===== src/flash_seq_pkg.sv =====
// Constants, types and carriers shared by the flash program and erase sequencer.
// Assumes a single 20 MHz system clock and an active-low asynchronous reset.
package flash_seq_pkg;

    localparam logic [7:0] KEY_FIRST = 8'h55;
    localparam logic [7:0] KEY_SECOND = 8'hAA;
    localparam int ADDR_HIGH_W = 8;
    localparam int ADDR_LOW_W = 16;
    localparam int ADDR_W = 24;
    localparam int DATA_W = 16;
    localparam int ROW_WORDS_DEF = 64;
    localparam int CTRL_START_BIT = 15;
    localparam int CTRL_OP_LSB = 0;
    localparam logic [15:0] RAM_STEP = 16'h0002;
    localparam logic [7:0] ADDR_HIGH_RST = 8'h00;
    localparam logic [15:0] ADDR_LOW_RST = 16'h0000;
    localparam logic [15:0] SRC_RST = 16'h0000;
    localparam logic [15:0] DATA_RST = 16'h0000;

    typedef enum logic [1:0] {
        OP_PAGE_ERASE = 2'h0,
        OP_WORD_PROG = 2'h1,
        OP_ROW_PROG = 2'h2,
        OP_INACT_ERASE = 2'h3
    } flash_op_t;

    typedef enum logic [2:0] {
        ST_IDLE = 3'h0,
        ST_FETCH = 3'h1,
        ST_LOAD = 3'h3,
        ST_ISSUE = 3'h2,
        ST_WAIT = 3'h6
    } seq_state_t;

    typedef enum logic [1:0] {
        UNL_NONE = 2'h0,
        UNL_HALF = 2'h1,
        UNL_ARMED = 2'h3
    } unlock_state_t;

    typedef struct packed {
        flash_op_t op;
        logic [ADDR_W-1:0] addr;
    } flash_cmd_t;

endpackage : flash_seq_pkg


===== src/flash_unlock_seq.sv =====
// Unlock key detector for the flash sequencer.
// Assumes at most one register write strobe is active in any cycle.
`timescale 1ns/1ps
module flash_unlock_seq (
    input wire logic clk, // System clock.
    input wire logic rst_n, // Asynchronous reset, active low.
    input wire logic key_we, // Write strobe of the unlock key.
    input wire logic [7:0] key_data, // Data written to the unlock key.
    input wire logic other_we, // Any other register write, start included.
    output logic unlocked // High while the key pair has just been written.
);

    flash_seq_pkg::unlock_state_t unl_r;
    flash_seq_pkg::unlock_state_t unl_nxt;

    // =========================================================
    // Key sequence
    // The key is write-only: nothing here can be read back.
    always_comb begin
        unl_nxt = unl_r;
        if (key_we) begin
            if (key_data == flash_seq_pkg::KEY_FIRST) begin
                unl_nxt = flash_seq_pkg::UNL_HALF;
            end else if (key_data == flash_seq_pkg::KEY_SECOND &&
                         unl_r == flash_seq_pkg::UNL_HALF) begin
                unl_nxt = flash_seq_pkg::UNL_ARMED;
            end else begin
                unl_nxt = flash_seq_pkg::UNL_NONE;
            end
        end else if (other_we) begin
            unl_nxt = flash_seq_pkg::UNL_NONE;
        end
    end

    always_ff @(posedge clk or negedge rst_n) begin
        if (!rst_n) begin
            unl_r <= flash_seq_pkg::UNL_NONE;
        end else begin
            unl_r <= unl_nxt;
        end
    end

    assign unlocked = (unl_r == flash_seq_pkg::UNL_ARMED);

    a_key_pair: assert property (@(posedge clk) disable iff (!rst_n)
        key_we && key_data == flash_seq_pkg::KEY_FIRST ##1
        key_we && key_data == flash_seq_pkg::KEY_SECOND |=> unlocked)
        else $error("Key pair did not unlock.");

    a_other_cancels: assert property (@(posedge clk) disable iff (!rst_n)
        other_we && !key_we |=> !unlocked)
        else $error("Unlock survived another write.");

endmodule : flash_unlock_seq


===== src/flash_seq_ctrl.sv =====
// Flash program and erase sequencer: holds the control, address and source
// pointer registers, checks the unlock, fetches row data and drives the array.
// Assumes the array answers FL_DONE for one cycle some time after FL_REQ, and
// that RAM returns read data in the cycle after RAM_RD.
`timescale 1ns/1ps
module flash_seq_ctrl #(
    parameter int ROW_WORDS = flash_seq_pkg::ROW_WORDS_DEF
) (
    input wire logic MCLK, // System clock, 20 MHz.
    input wire logic RESETN, // Asynchronous reset, active low.
    input wire logic [15:0] WDATA, // Register write data.
    input wire logic KEY_WE, // Write strobe, unlock key.
    input wire logic CTRL_WE, // Write strobe, operation control.
    input wire logic ADDR_HIGH_WE, // Write strobe, high address.
    input wire logic ADDR_LOW_WE, // Write strobe, low address.
    input wire logic SRC_WE, // Write strobe, row source pointer.
    input wire logic OTHER_WE, // Write to any unrelated register.
    input wire logic ACTIVE_PART_IN, // Active partition strap.
    input wire logic [15:0] RAM_RDATA, // RAM read data, one cycle after RAM_RD.
    input wire logic FL_DONE, // Array finished the cycle.
    output flash_seq_pkg::flash_op_t OP_SEL, // Selected operation.
    output logic BUSY, // Cycle in progress.
    output logic ACTIVE_PART, // Active partition.
    output logic START_REFUSED, // One-cycle pulse on a refused start.
    output logic [15:0] RAM_ADDR, // RAM read address.
    output logic RAM_RD, // RAM read strobe.
    output logic FL_WSTB, // Row data word strobe to the array.
    output logic [15:0] FL_WDATA, // Row data word.
    output flash_seq_pkg::flash_cmd_t FL_CMD, // Operation and target address.
    output logic FL_REQ // One-cycle start pulse to the array.
);

    localparam int IDX_W = (ROW_WORDS > 1) ? $clog2(ROW_WORDS) : 1;
    localparam logic [IDX_W-1:0] IDX_LAST = IDX_W'(ROW_WORDS - 1);

    logic unlocked;
    logic start_req;
    logic start_ok;
    logic any_we;

    // =========================================================
    // Unlock
    assign any_we = CTRL_WE | ADDR_HIGH_WE | ADDR_LOW_WE | SRC_WE | OTHER_WE;
    assign start_req = CTRL_WE && WDATA[flash_seq_pkg::CTRL_START_BIT];
    assign start_ok = start_req && unlocked && !BUSY;

    flash_unlock_seq u_unlock (
        .clk(MCLK),
        .rst_n(RESETN),
        .key_we(KEY_WE),
        .key_data(WDATA[7:0]),
        .other_we(any_we),
        .unlocked(unlocked)
    );

    // =========================================================
    // Registers
    logic [7:0] addr_high_r;
    logic [7:0] addr_high_nxt;
    logic [15:0] addr_low_r;
    logic [15:0] addr_low_nxt;
    logic [15:0] src_r;
    logic [15:0] src_nxt;
    flash_seq_pkg::flash_op_t op_r;
    flash_seq_pkg::flash_op_t op_nxt;
    logic part_r;
    logic part_nxt;
    logic part_taken_r;
    logic part_taken_nxt;

    // Registers are frozen while a cycle runs so the array sees a stable target.
    always_comb begin
        addr_high_nxt = addr_high_r;
        addr_low_nxt = addr_low_r;
        src_nxt = src_r;
        op_nxt = op_r;
        part_nxt = part_r;
        part_taken_nxt = 1'b1;
        if (!BUSY && ADDR_HIGH_WE) begin
            addr_high_nxt = WDATA[7:0];
        end
        if (!BUSY && ADDR_LOW_WE) begin
            addr_low_nxt = WDATA;
        end
        if (!BUSY && SRC_WE) begin
            src_nxt = WDATA;
        end
        if (!BUSY && CTRL_WE) begin
            op_nxt = flash_seq_pkg::flash_op_t'(WDATA[flash_seq_pkg::CTRL_OP_LSB +: 2]);
        end
        if (!part_taken_r) begin
            part_nxt = ACTIVE_PART_IN;
        end
    end

    always_ff @(posedge MCLK or negedge RESETN) begin
        if (!RESETN) begin
            addr_high_r <= flash_seq_pkg::ADDR_HIGH_RST;
            addr_low_r <= flash_seq_pkg::ADDR_LOW_RST;
            src_r <= flash_seq_pkg::SRC_RST;
            op_r <= flash_seq_pkg::OP_PAGE_ERASE;
            part_r <= 1'b0;
            part_taken_r <= 1'b0;
        end else begin
            addr_high_r <= addr_high_nxt;
            addr_low_r <= addr_low_nxt;
            src_r <= src_nxt;
            op_r <= op_nxt;
            part_r <= part_nxt;
            part_taken_r <= part_taken_nxt;
        end
    end

    assign OP_SEL = op_r;
    assign ACTIVE_PART = part_r;

    // =========================================================
    // Sequencer
    flash_seq_pkg::seq_state_t st_r;
    flash_seq_pkg::seq_state_t st_nxt;
    logic [IDX_W-1:0] idx_r;
    logic [IDX_W-1:0] idx_nxt;
    logic busy_nxt;
    logic refused_nxt;
    logic ram_rd_nxt;
    logic [15:0] ram_addr_nxt;
    logic wstb_nxt;
    logic [15:0] wdata_nxt;
    logic req_nxt;
    flash_seq_pkg::flash_cmd_t cmd_nxt;

    always_comb begin
        st_nxt = st_r;
        idx_nxt = idx_r;
        busy_nxt = BUSY;
        refused_nxt = start_req && !start_ok;
        ram_rd_nxt = 1'b0;
        ram_addr_nxt = RAM_ADDR;
        wstb_nxt = 1'b0;
        wdata_nxt = FL_WDATA;
        req_nxt = 1'b0;
        cmd_nxt = FL_CMD;
        unique case (st_r)
            flash_seq_pkg::ST_IDLE: begin
                if (start_ok) begin
                    busy_nxt = 1'b1;
                    cmd_nxt.op = op_nxt;
                    cmd_nxt.addr = {addr_high_r, addr_low_r};
                    idx_nxt = '0;
                    if (op_nxt == flash_seq_pkg::OP_ROW_PROG) begin
                        st_nxt = flash_seq_pkg::ST_FETCH;
                        ram_rd_nxt = 1'b1;
                        ram_addr_nxt = src_r;
                    end else begin
                        st_nxt = flash_seq_pkg::ST_ISSUE;
                    end
                end
            end
            flash_seq_pkg::ST_FETCH: begin
                st_nxt = flash_seq_pkg::ST_LOAD;
            end
            flash_seq_pkg::ST_LOAD: begin
                wstb_nxt = 1'b1;
                wdata_nxt = RAM_RDATA;
                idx_nxt = idx_r + 1'b1;
                if (idx_r == IDX_LAST) begin
                    st_nxt = flash_seq_pkg::ST_ISSUE;
                end else begin
                    st_nxt = flash_seq_pkg::ST_FETCH;
                    ram_rd_nxt = 1'b1;
                    ram_addr_nxt = RAM_ADDR + flash_seq_pkg::RAM_STEP;
                end
            end
            flash_seq_pkg::ST_ISSUE: begin
                req_nxt = 1'b1;
                st_nxt = flash_seq_pkg::ST_WAIT;
            end
            flash_seq_pkg::ST_WAIT: begin
                if (FL_DONE && !FL_REQ) begin
                    busy_nxt = 1'b0;
                    st_nxt = flash_seq_pkg::ST_IDLE;
                end
            end
            default: begin
                st_nxt = flash_seq_pkg::ST_IDLE;
                busy_nxt = 1'b0;
            end
        endcase
    end

    always_ff @(posedge MCLK or negedge RESETN) begin
        if (!RESETN) begin
            st_r <= flash_seq_pkg::ST_IDLE;
            idx_r <= '0;
            BUSY <= 1'b0;
            START_REFUSED <= 1'b0;
            RAM_RD <= 1'b0;
            RAM_ADDR <= flash_seq_pkg::SRC_RST;
            FL_WSTB <= 1'b0;
            FL_WDATA <= flash_seq_pkg::DATA_RST;
            FL_REQ <= 1'b0;
            FL_CMD <= '0;
        end else begin
            st_r <= st_nxt;
            idx_r <= idx_nxt;
            BUSY <= busy_nxt;
            START_REFUSED <= refused_nxt;
            RAM_RD <= ram_rd_nxt;
            RAM_ADDR <= ram_addr_nxt;
            FL_WSTB <= wstb_nxt;
            FL_WDATA <= wdata_nxt;
            FL_REQ <= req_nxt;
            FL_CMD <= cmd_nxt;
        end
    end

    // =========================================================
    // Assertions
    localparam int REQ_MAX = 300;

    a_start_unlocked: assert property (@(posedge MCLK) disable iff (!RESETN)
        $rose(BUSY) |-> $past(unlocked) && $past(start_req))
        else $error("Cycle started without unlock.");

    a_refused_start: assert property (@(posedge MCLK) disable iff (!RESETN)
        start_req && !unlocked && !BUSY |=> !BUSY && START_REFUSED)
        else $error("Locked start was not refused.");

    a_addr_concat: assert property (@(posedge MCLK) disable iff (!RESETN)
        $rose(BUSY) |-> FL_CMD.addr == {$past(addr_high_r), $past(addr_low_r)})
        else $error("Target address is not the joined registers.");

    a_addr_high: assert property (@(posedge MCLK) disable iff (!RESETN)
        ADDR_HIGH_WE && !BUSY |=> addr_high_r == $past(WDATA[7:0]))
        else $error("High address bits wrong.");

    a_addr_low: assert property (@(posedge MCLK) disable iff (!RESETN)
        ADDR_LOW_WE && !BUSY |=> addr_low_r == $past(WDATA))
        else $error("Low address bits wrong.");

    a_row_source: assert property (@(posedge MCLK) disable iff (!RESETN)
        start_ok && op_nxt == flash_seq_pkg::OP_ROW_PROG |=> RAM_RD && RAM_ADDR == $past(src_r)
        ##1 !RAM_RD ##1 FL_WSTB && FL_WDATA == $past(RAM_RDATA))
        else $error("Row fetch not from source pointer.");

    a_op_select: assert property (@(posedge MCLK) disable iff (!RESETN)
        start_ok |=> FL_CMD.op == $past(op_nxt) && BUSY)
        else $error("Operation not taken from control write.");

    a_start_launch: assert property (@(posedge MCLK) disable iff (!RESETN)
        start_ok |-> ##[2:REQ_MAX] FL_REQ)
        else $error("Start did not reach the array.");

    a_part_stable: assert property (@(posedge MCLK) disable iff (!RESETN)
        part_taken_r |=> $stable(ACTIVE_PART))
        else $error("Active partition changed after capture.");

    c_row_prog: cover property (@(posedge MCLK) disable iff (!RESETN)
        FL_REQ && FL_CMD.op == flash_seq_pkg::OP_ROW_PROG);
    c_page_erase: cover property (@(posedge MCLK) disable iff (!RESETN)
        FL_REQ && FL_CMD.op == flash_seq_pkg::OP_PAGE_ERASE);
    c_refused: cover property (@(posedge MCLK) disable iff (!RESETN) START_REFUSED);
    c_done: cover property (@(posedge MCLK) disable iff (!RESETN) $fell(BUSY));

endmodule : flash_seq_ctrl


===== config.mk =====
export PLATFORM = sky130hd
export DESIGN_NAME = flash_seq_ctrl
export DESIGN_NICKNAME = d
export VERILOG_FILES = /design/src/flash_seq_pkg.sv /design/src/flash_unlock_seq.sv /design/src/flash_seq_ctrl.sv
export SDC_FILE = /design/constraint.sdc
export NUM_CORES = 1
export LEC_CHECK = 0
export BUFFER_PORTS_ARGS = -buffer_cell sky130_fd_sc_hd__buf_4
export CORE_MARGIN = 4
export CORE_UTILIZATION = 39
export CTS_BUF_LIST = sky130_fd_sc_hd__clkbuf_16
export DETAILED_ROUTE_END_ITERATION = 10
export SYNTH_ARGS = -nofsm -noshare
export SYNTH_HDL_FRONTEND = slang
export SYNTH_HIERARCHICAL = 1
export SYNTH_SLANG_ARGS = --single-unit

===== constraint.sdc =====
create_clock -name MCLK -period 2.8 [get_ports MCLK]
set_clock_uncertainty 0.15 [all_clocks]
set_input_delay 0 -clock MCLK [delete_from_list [all_inputs] [get_ports MCLK]]
set_output_delay 0 -clock MCLK [all_outputs]
set_load 0.03 [all_outputs]

# ---- Yosys cells after proc, flatten, opt, wreduce, memory -nomap -nowiden
# Index checks and enable logic that the tools add are counted.
dict set report op_classes {
  n_reduce_logical 22
  mux 25
  n_addsub 2
  eq_ne 14
  bitwise 5
}
# operator n
set ops {}
lappend ops {{$mux 16} 3}
lappend ops {{$pmux 16 s2} 1}
lappend ops {{$add 16x2->16 const B} 1}
lappend ops {{$pmux 3 s5} 1}
lappend ops {{$mux 2} 7}
lappend ops {{$pmux 6 s2} 1}
lappend ops {{$logic_and 1x1->1} 10}
lappend ops {{$eq 8x7->1 const B} 1}
lappend ops {{$eq 8x8->1 const B} 1}
lappend ops {{$ne 2x2->1 const B} 4}
lappend ops {{$mux 1} 7}
lappend ops {{$add 6x1->6 const B} 1}
lappend ops {{$eq 3x2->1 const B} 2}
lappend ops {{$eq 6x6->1 const B} 1}
lappend ops {{$mux 3} 2}
lappend ops {{$mux 6} 1}
lappend ops {{$reduce_and 2->1} 3}
lappend ops {{$eq 2x2->1 const B} 2}
lappend ops {{$or 1x1->1} 4}
lappend ops {{$reduce_and 4->1} 1}
lappend ops {{$reduce_bool 2->1} 2}
lappend ops {{$eq 3x1->1 const B} 1}
lappend ops {{$eq 3x3->1 const B} 1}
lappend ops {{$logic_not 1->1} 3}
lappend ops {{other kinds (7)} 7}
dict set report word_totals {
  regBits 118
  wordCells 86
  out_inout_bits 66
}

# ---- Logic depth before layout (Yosys ltp)
dict set report depth {
  depth_word 7
  depth_mapped 10
  depth_no_buf 7
}

# ---- Modules after synthesis
# Netlist, hierarchy kept.
# mod instances seq_area_each_um2 area_each_um2 cells_per_inst
set by_module_without_submodules {}
lappend by_module_without_submodules {flash_seq_ctrl 1 2902.8 4908.5 405}
lappend by_module_without_submodules {flash_unlock_seq 1 50.0 145.1 13}

# ---- Least setup slack after synthesis
# OpenSTA, ideal clock, no wires.
dict set report synth_timing {
  path_type {reg-to-reg}
  start {register BUSY}
  end {register FL_CMD[10] in the netlist's numbering}
  slack_ns 0.888
  synth_period_minus_slack_ns 1.912
  n_path_buf 1
  path_stages_with_launch 5
  arrival_time_ns 1.635
  setup_time_ns 0.128
  path_cell_list {dfrtp_1 > nand4b_1 > nor4_2 > buf_2 > mux2_1}
}
dict set report synth_between {
  elab_chain_cells 3
}
# item line_no
set synth_lines {}
lappend synth_lines {{start, declared} flash_seq_ctrl.sv:22} ;# output logic BUSY,
lappend synth_lines {{start signal, assigned} flash_seq_ctrl.sv:206} ;# BUSY <= busy_nxt;
lappend synth_lines {{$logic_not 1->1} flash_seq_ctrl.sv:45} ;# assign start_ok = start_req && unlocked && !BUSY;
lappend synth_lines {{$logic_and 1x1->1} flash_seq_ctrl.sv:45}
lappend synth_lines {{$reduce_and 2->1 (no source line)} n/a}
lappend synth_lines {{end signal, assigned} flash_seq_ctrl.sv:213} ;# FL_CMD <= cmd_nxt;
lappend synth_lines {{end, declared} flash_seq_ctrl.sv:29} ;# output flash_seq_pkg::flash_cmd_t FL_CMD,
# No other way between the ends.
# A chain may end at the register's enable or synchronous reset.

# ---- Final worst setup path
dict set report layout_timing {
  start {register st_r[0]}
  end {register RAM_ADDR[12]}
}
dict set report layout_between {
  elab_chain_cells 3
}
# item line_no
set layout_lines {}
lappend layout_lines {{start, declared} flash_seq_ctrl.sv:119} ;# flash_seq_pkg::seq_state_t st_r;
lappend layout_lines {{start signal, assigned} flash_seq_ctrl.sv:193} ;# st_r <= flash_seq_pkg::ST_IDLE;
lappend layout_lines {{start signal, assigned} flash_seq_ctrl.sv:204} ;# st_r <= st_nxt;
lappend layout_lines {{$eq 3x2->1 or $logic_not 3->1 (tied branches)} flash_seq_ctrl.sv:143} ;# unique case (st_r)
lappend layout_lines {{$ne 2x2->1 (no source line) or $reduce_bool 2->1 (tied branches)} n/a}
lappend layout_lines {{$reduce_and 4->1 (no source line)} n/a}
lappend layout_lines {{end signal, assigned} flash_seq_ctrl.sv:198} ;# RAM_ADDR <= flash_seq_pkg::SRC_RST;
lappend layout_lines {{end signal, assigned} flash_seq_ctrl.sv:209} ;# RAM_ADDR <= ram_addr_nxt;
lappend layout_lines {{end, declared} flash_seq_ctrl.sv:25} ;# output logic [15:0] RAM_ADDR,
# Parallel ways exist; a longest one is shown, timed or not.

==> flow_summary.toml <==
[floorplanning]
pin_count = 108
die-height_um = 122
core_area_sq_um = 12700
chipWidth_um = 122
dieArea_sq_um = 14800
row_count = 41
start_util = 0.399

[hold_path]
hold_class = "in2async"

[clock_network]
cts_max_level = 4
cts-root-buf = "clkbuf_16"
cts_resized = 0
clk_pin_slew_ps = 50
cts_tree = "done"
cts-buffers-inserted = 17
clk_latency_ps = 410
clock-sinks = 118
clock_path_buffers = 2

[placed_design]
port_buffers = 107
routabilityCongestion = 0.752
dp_hpwl_mm = 7.75

[setup_path]
path_max_fanout = 33
cp.required_ps = 2930
cp_cell_sequence = "nand2_1, or2_1, inv_6, buf_4, nand2_1, o32ai_1, a21oi_1"
start_kind = "register"
reg2reg_slack_ps = 630
slowest_stage = "dfrtp_1"
critical_path.most_common_cell = "nand2_1"
rr_worst_depth = 7
end_kind = "register"
arrival_ps = 2300
slowest_delay_ps = 530
path_class = "reg2reg"

[logic_synthesis]
seq_area_frac_synth = 0.584
synth.area.mux_share = 0.156
synth_edf_count = 0
synthSimpleGateAreaFrac = 0.123
synth_top_family_by_area = "multiplexers"
ys_warn_count = 6
synthesis.area_sq_um = 5050
syn-num-nets = 462
synth_flop_cell = "dfrtp_1"
ys_ff_latch = 118
synth_cell_type_count = 53
avgSynthCellArea_sq_um = 12.1
yosys.area_share.adder = 0.00495
async_flop_share = 1.00
synth-compound-area-share = 0.0943
synthCells = 418
synth_top_cell_by_area = "dfrtp_1"
synthTopCellsByArea = "dfrtp_1 58%, mux2_2 10%, nand2_1 5.7%"
synth_xor_area_frac = 0.00173
netlist.area_leader.share = 0.584

[drt]
num_vias = 3730
ant_nets = 0
avgViaCountPerCell = 4.92
route.detailed.drc = 0
wl_per_cell_um = 15.6
drt-pass1-iter-count = 4
wl_mm = 11.8
first_iter_violations = 128

[timing]
rsz0062_at_grt = "no"
finalHoldViolCount = 0
slew_viol_final = 0
tns_ps = 0
tightestPinTransition_ps = 1100
fin_crit_ps = 2170
post-route-period-util = 0.775
setup_viol = 0
relSlewSlack = 0.264
fmax_mhz = 461
timing.hold.ws_ps = 25.0

[cells_and_area]
diodes = 0
nets = 617
utilization = 0.558
layout-drive-gt1-share = 0.346
area_growth_pct = 40.0

[grt]
grt_usage = 0.170
grt_max_degree = 56
grt_pass1_wl_mm = 19.5
grt_antenna_before_repair = 0
grt.overflow.total = 0
grt_pass1_vias = 3813

[pwr]
p_leak_nw = 3.36
finalPower_mw = 4.41
vdd_drop_max_mv = 0.588
power_density_nw_per_um2 = 624

[flow_run]
drv_cap = 0

[outcome]
status = "finished clean"
-- synth_stat cells, drive strengths merged (2+ instances only) --
cell type / number
dfrtp: 118
nand2: 77
mux2: 69
o21ai: 22
a21oi: 19
buf: 17
nor2: 14
a2bb2oi: 7
o22ai: 7
and3: 6
clkbuf: 6
nand3: 6
inv: 5
nand2b: 4
a22oi: 3
nand4: 3
nor2b: 3
nor3: 3
and2: 2
and4: 2
and4bb: 2
ha: 2
nor4bb: 2
o32ai: 2
-- cell usage in the layout, fill, tap and decap left out, types with 3 or more instances in the layout --
cell type        n
a21oi_1         15
a21oi_2          4
a2bb2oi_2        5
and3_1           6
buf_4          114
bufinv_16        5
clkbuf_16       17
clkinv_1         4
dfrtp_1        118
dlygate4sd3_1   44
inv_1            3
mux2_1          24
mux2_2          45
nand2_1         77
nand2b_1         4
nand3_1          5
nand4_1          3
nor2_1          14
nor2b_1          3
nor3_1           3
o21ai_0          9
o21ai_1         13
o22ai_1          7
-- metal layers --
metal	global-route usage	part of all wire	routed length, um
met3	0.0608	0.060	714
met2	0.257	0.46	5410
met4	0.0497	0.012	148
met1	0.233	0.47	5570
met5	0	0	0
-- metrics by stage --
step	cells	worst slack (ps)	instance area (sq um)
final	758	630	7070
after global routing	758	449	7070
after detailed placement	682	694	6000
after floorplan	418	888	5050
after CTS	758	631	7070
after global placement	682	737	6000
-- report_power, final --
group	total (mW)	switching [mW]	internal, mW	leakage, nW
combinational	0.272	0.116	0.156	1.62
sequential	1.81	0.0355	1.77	1.43
clock	2.33	0.766	1.57	0.307
total	4.41	0.918	3.49	3.36
-- worst paths after layout --
| check | startpoint | to |
|---|---|---|
| worst max register to register | st_r[0]$_DFFE_PN0P_ | RAM_ADDR[12]$_DFFE_PN0P_ |
| min in group MCLK | RAM_RDATA[14] | FL_WDATA[14]$_DFFE_PN0N_ |
| worst max-delay path | st_r[0]$_DFFE_PN0P_ | RAM_ADDR[12]$_DFFE_PN0P_ |
| worst min register to register | FL_WDATA[9]$_DFFE_PN0N_ | FL_WDATA[9]$_DFFE_PN0N_ |
| worst min-delay path | RESETN | FL_WDATA[0]$_DFFE_PN0N_ |
| max in group asynchronous | RESETN | addr_high_r[4]$_DFFE_PN0P_ |
-- repair_timing --
item / 4_1_cts / 5_1_grt
endpoints found under the hold margin: 184 / 0
setup buffers: 0 / 0
hold buffers: 44 / 0
-- cells by family (layout without fill, tap and decap cells) --
logic type | count (synthesis) | after routing
xor gates and xnor gates | 1 | 1
AOI/OAI and AO/OA | 68 | 68
other | 1 | 1
DFF | 118 | 118
buffers and inverters | 28 | 196
muxes | 70 | 70
and+or+nand+nor | 130 | 130
adders and majority gates | 2 | 2
-- registers in the layout, summed over array words and instances (netlist names), 2 cells and up --
register and cells:
addr_high_r 8, st_r 3, FL_CMD 26, OP_SEL 2, u_unlock/unl_r 2, idx_r 6, FL_WDATA 16, src_r 16
addr_low_r 16, RAM_ADDR 16
-- worst max-delay path, delay by kind of cell, from the launching register on --
| family | cells | cell delay (ps) |
|---|---|---|
| AOI/OAI and AO/OA | 2 | 380 |
| and+or+nand+nor | 3 | 460 |
| DFF | 1 | 530 |
| buffers and inverters | 2 | 520 |
-- layout make-up --
cell class | instances | area (sq um)
Clock inverter | 15 | 209
Inverter | 5 | 23.8
Fill cell | 1064 | 5600
Tap cell | 172 | 215
Multi-Input combinational cell | 272 | 1930
Sequential cell | 118 | 2950
Timing Repair Buffer | 159 | 1320
Clock buffer | 17 | 425
Note: power is estimated with default switching activity, not from simulation.
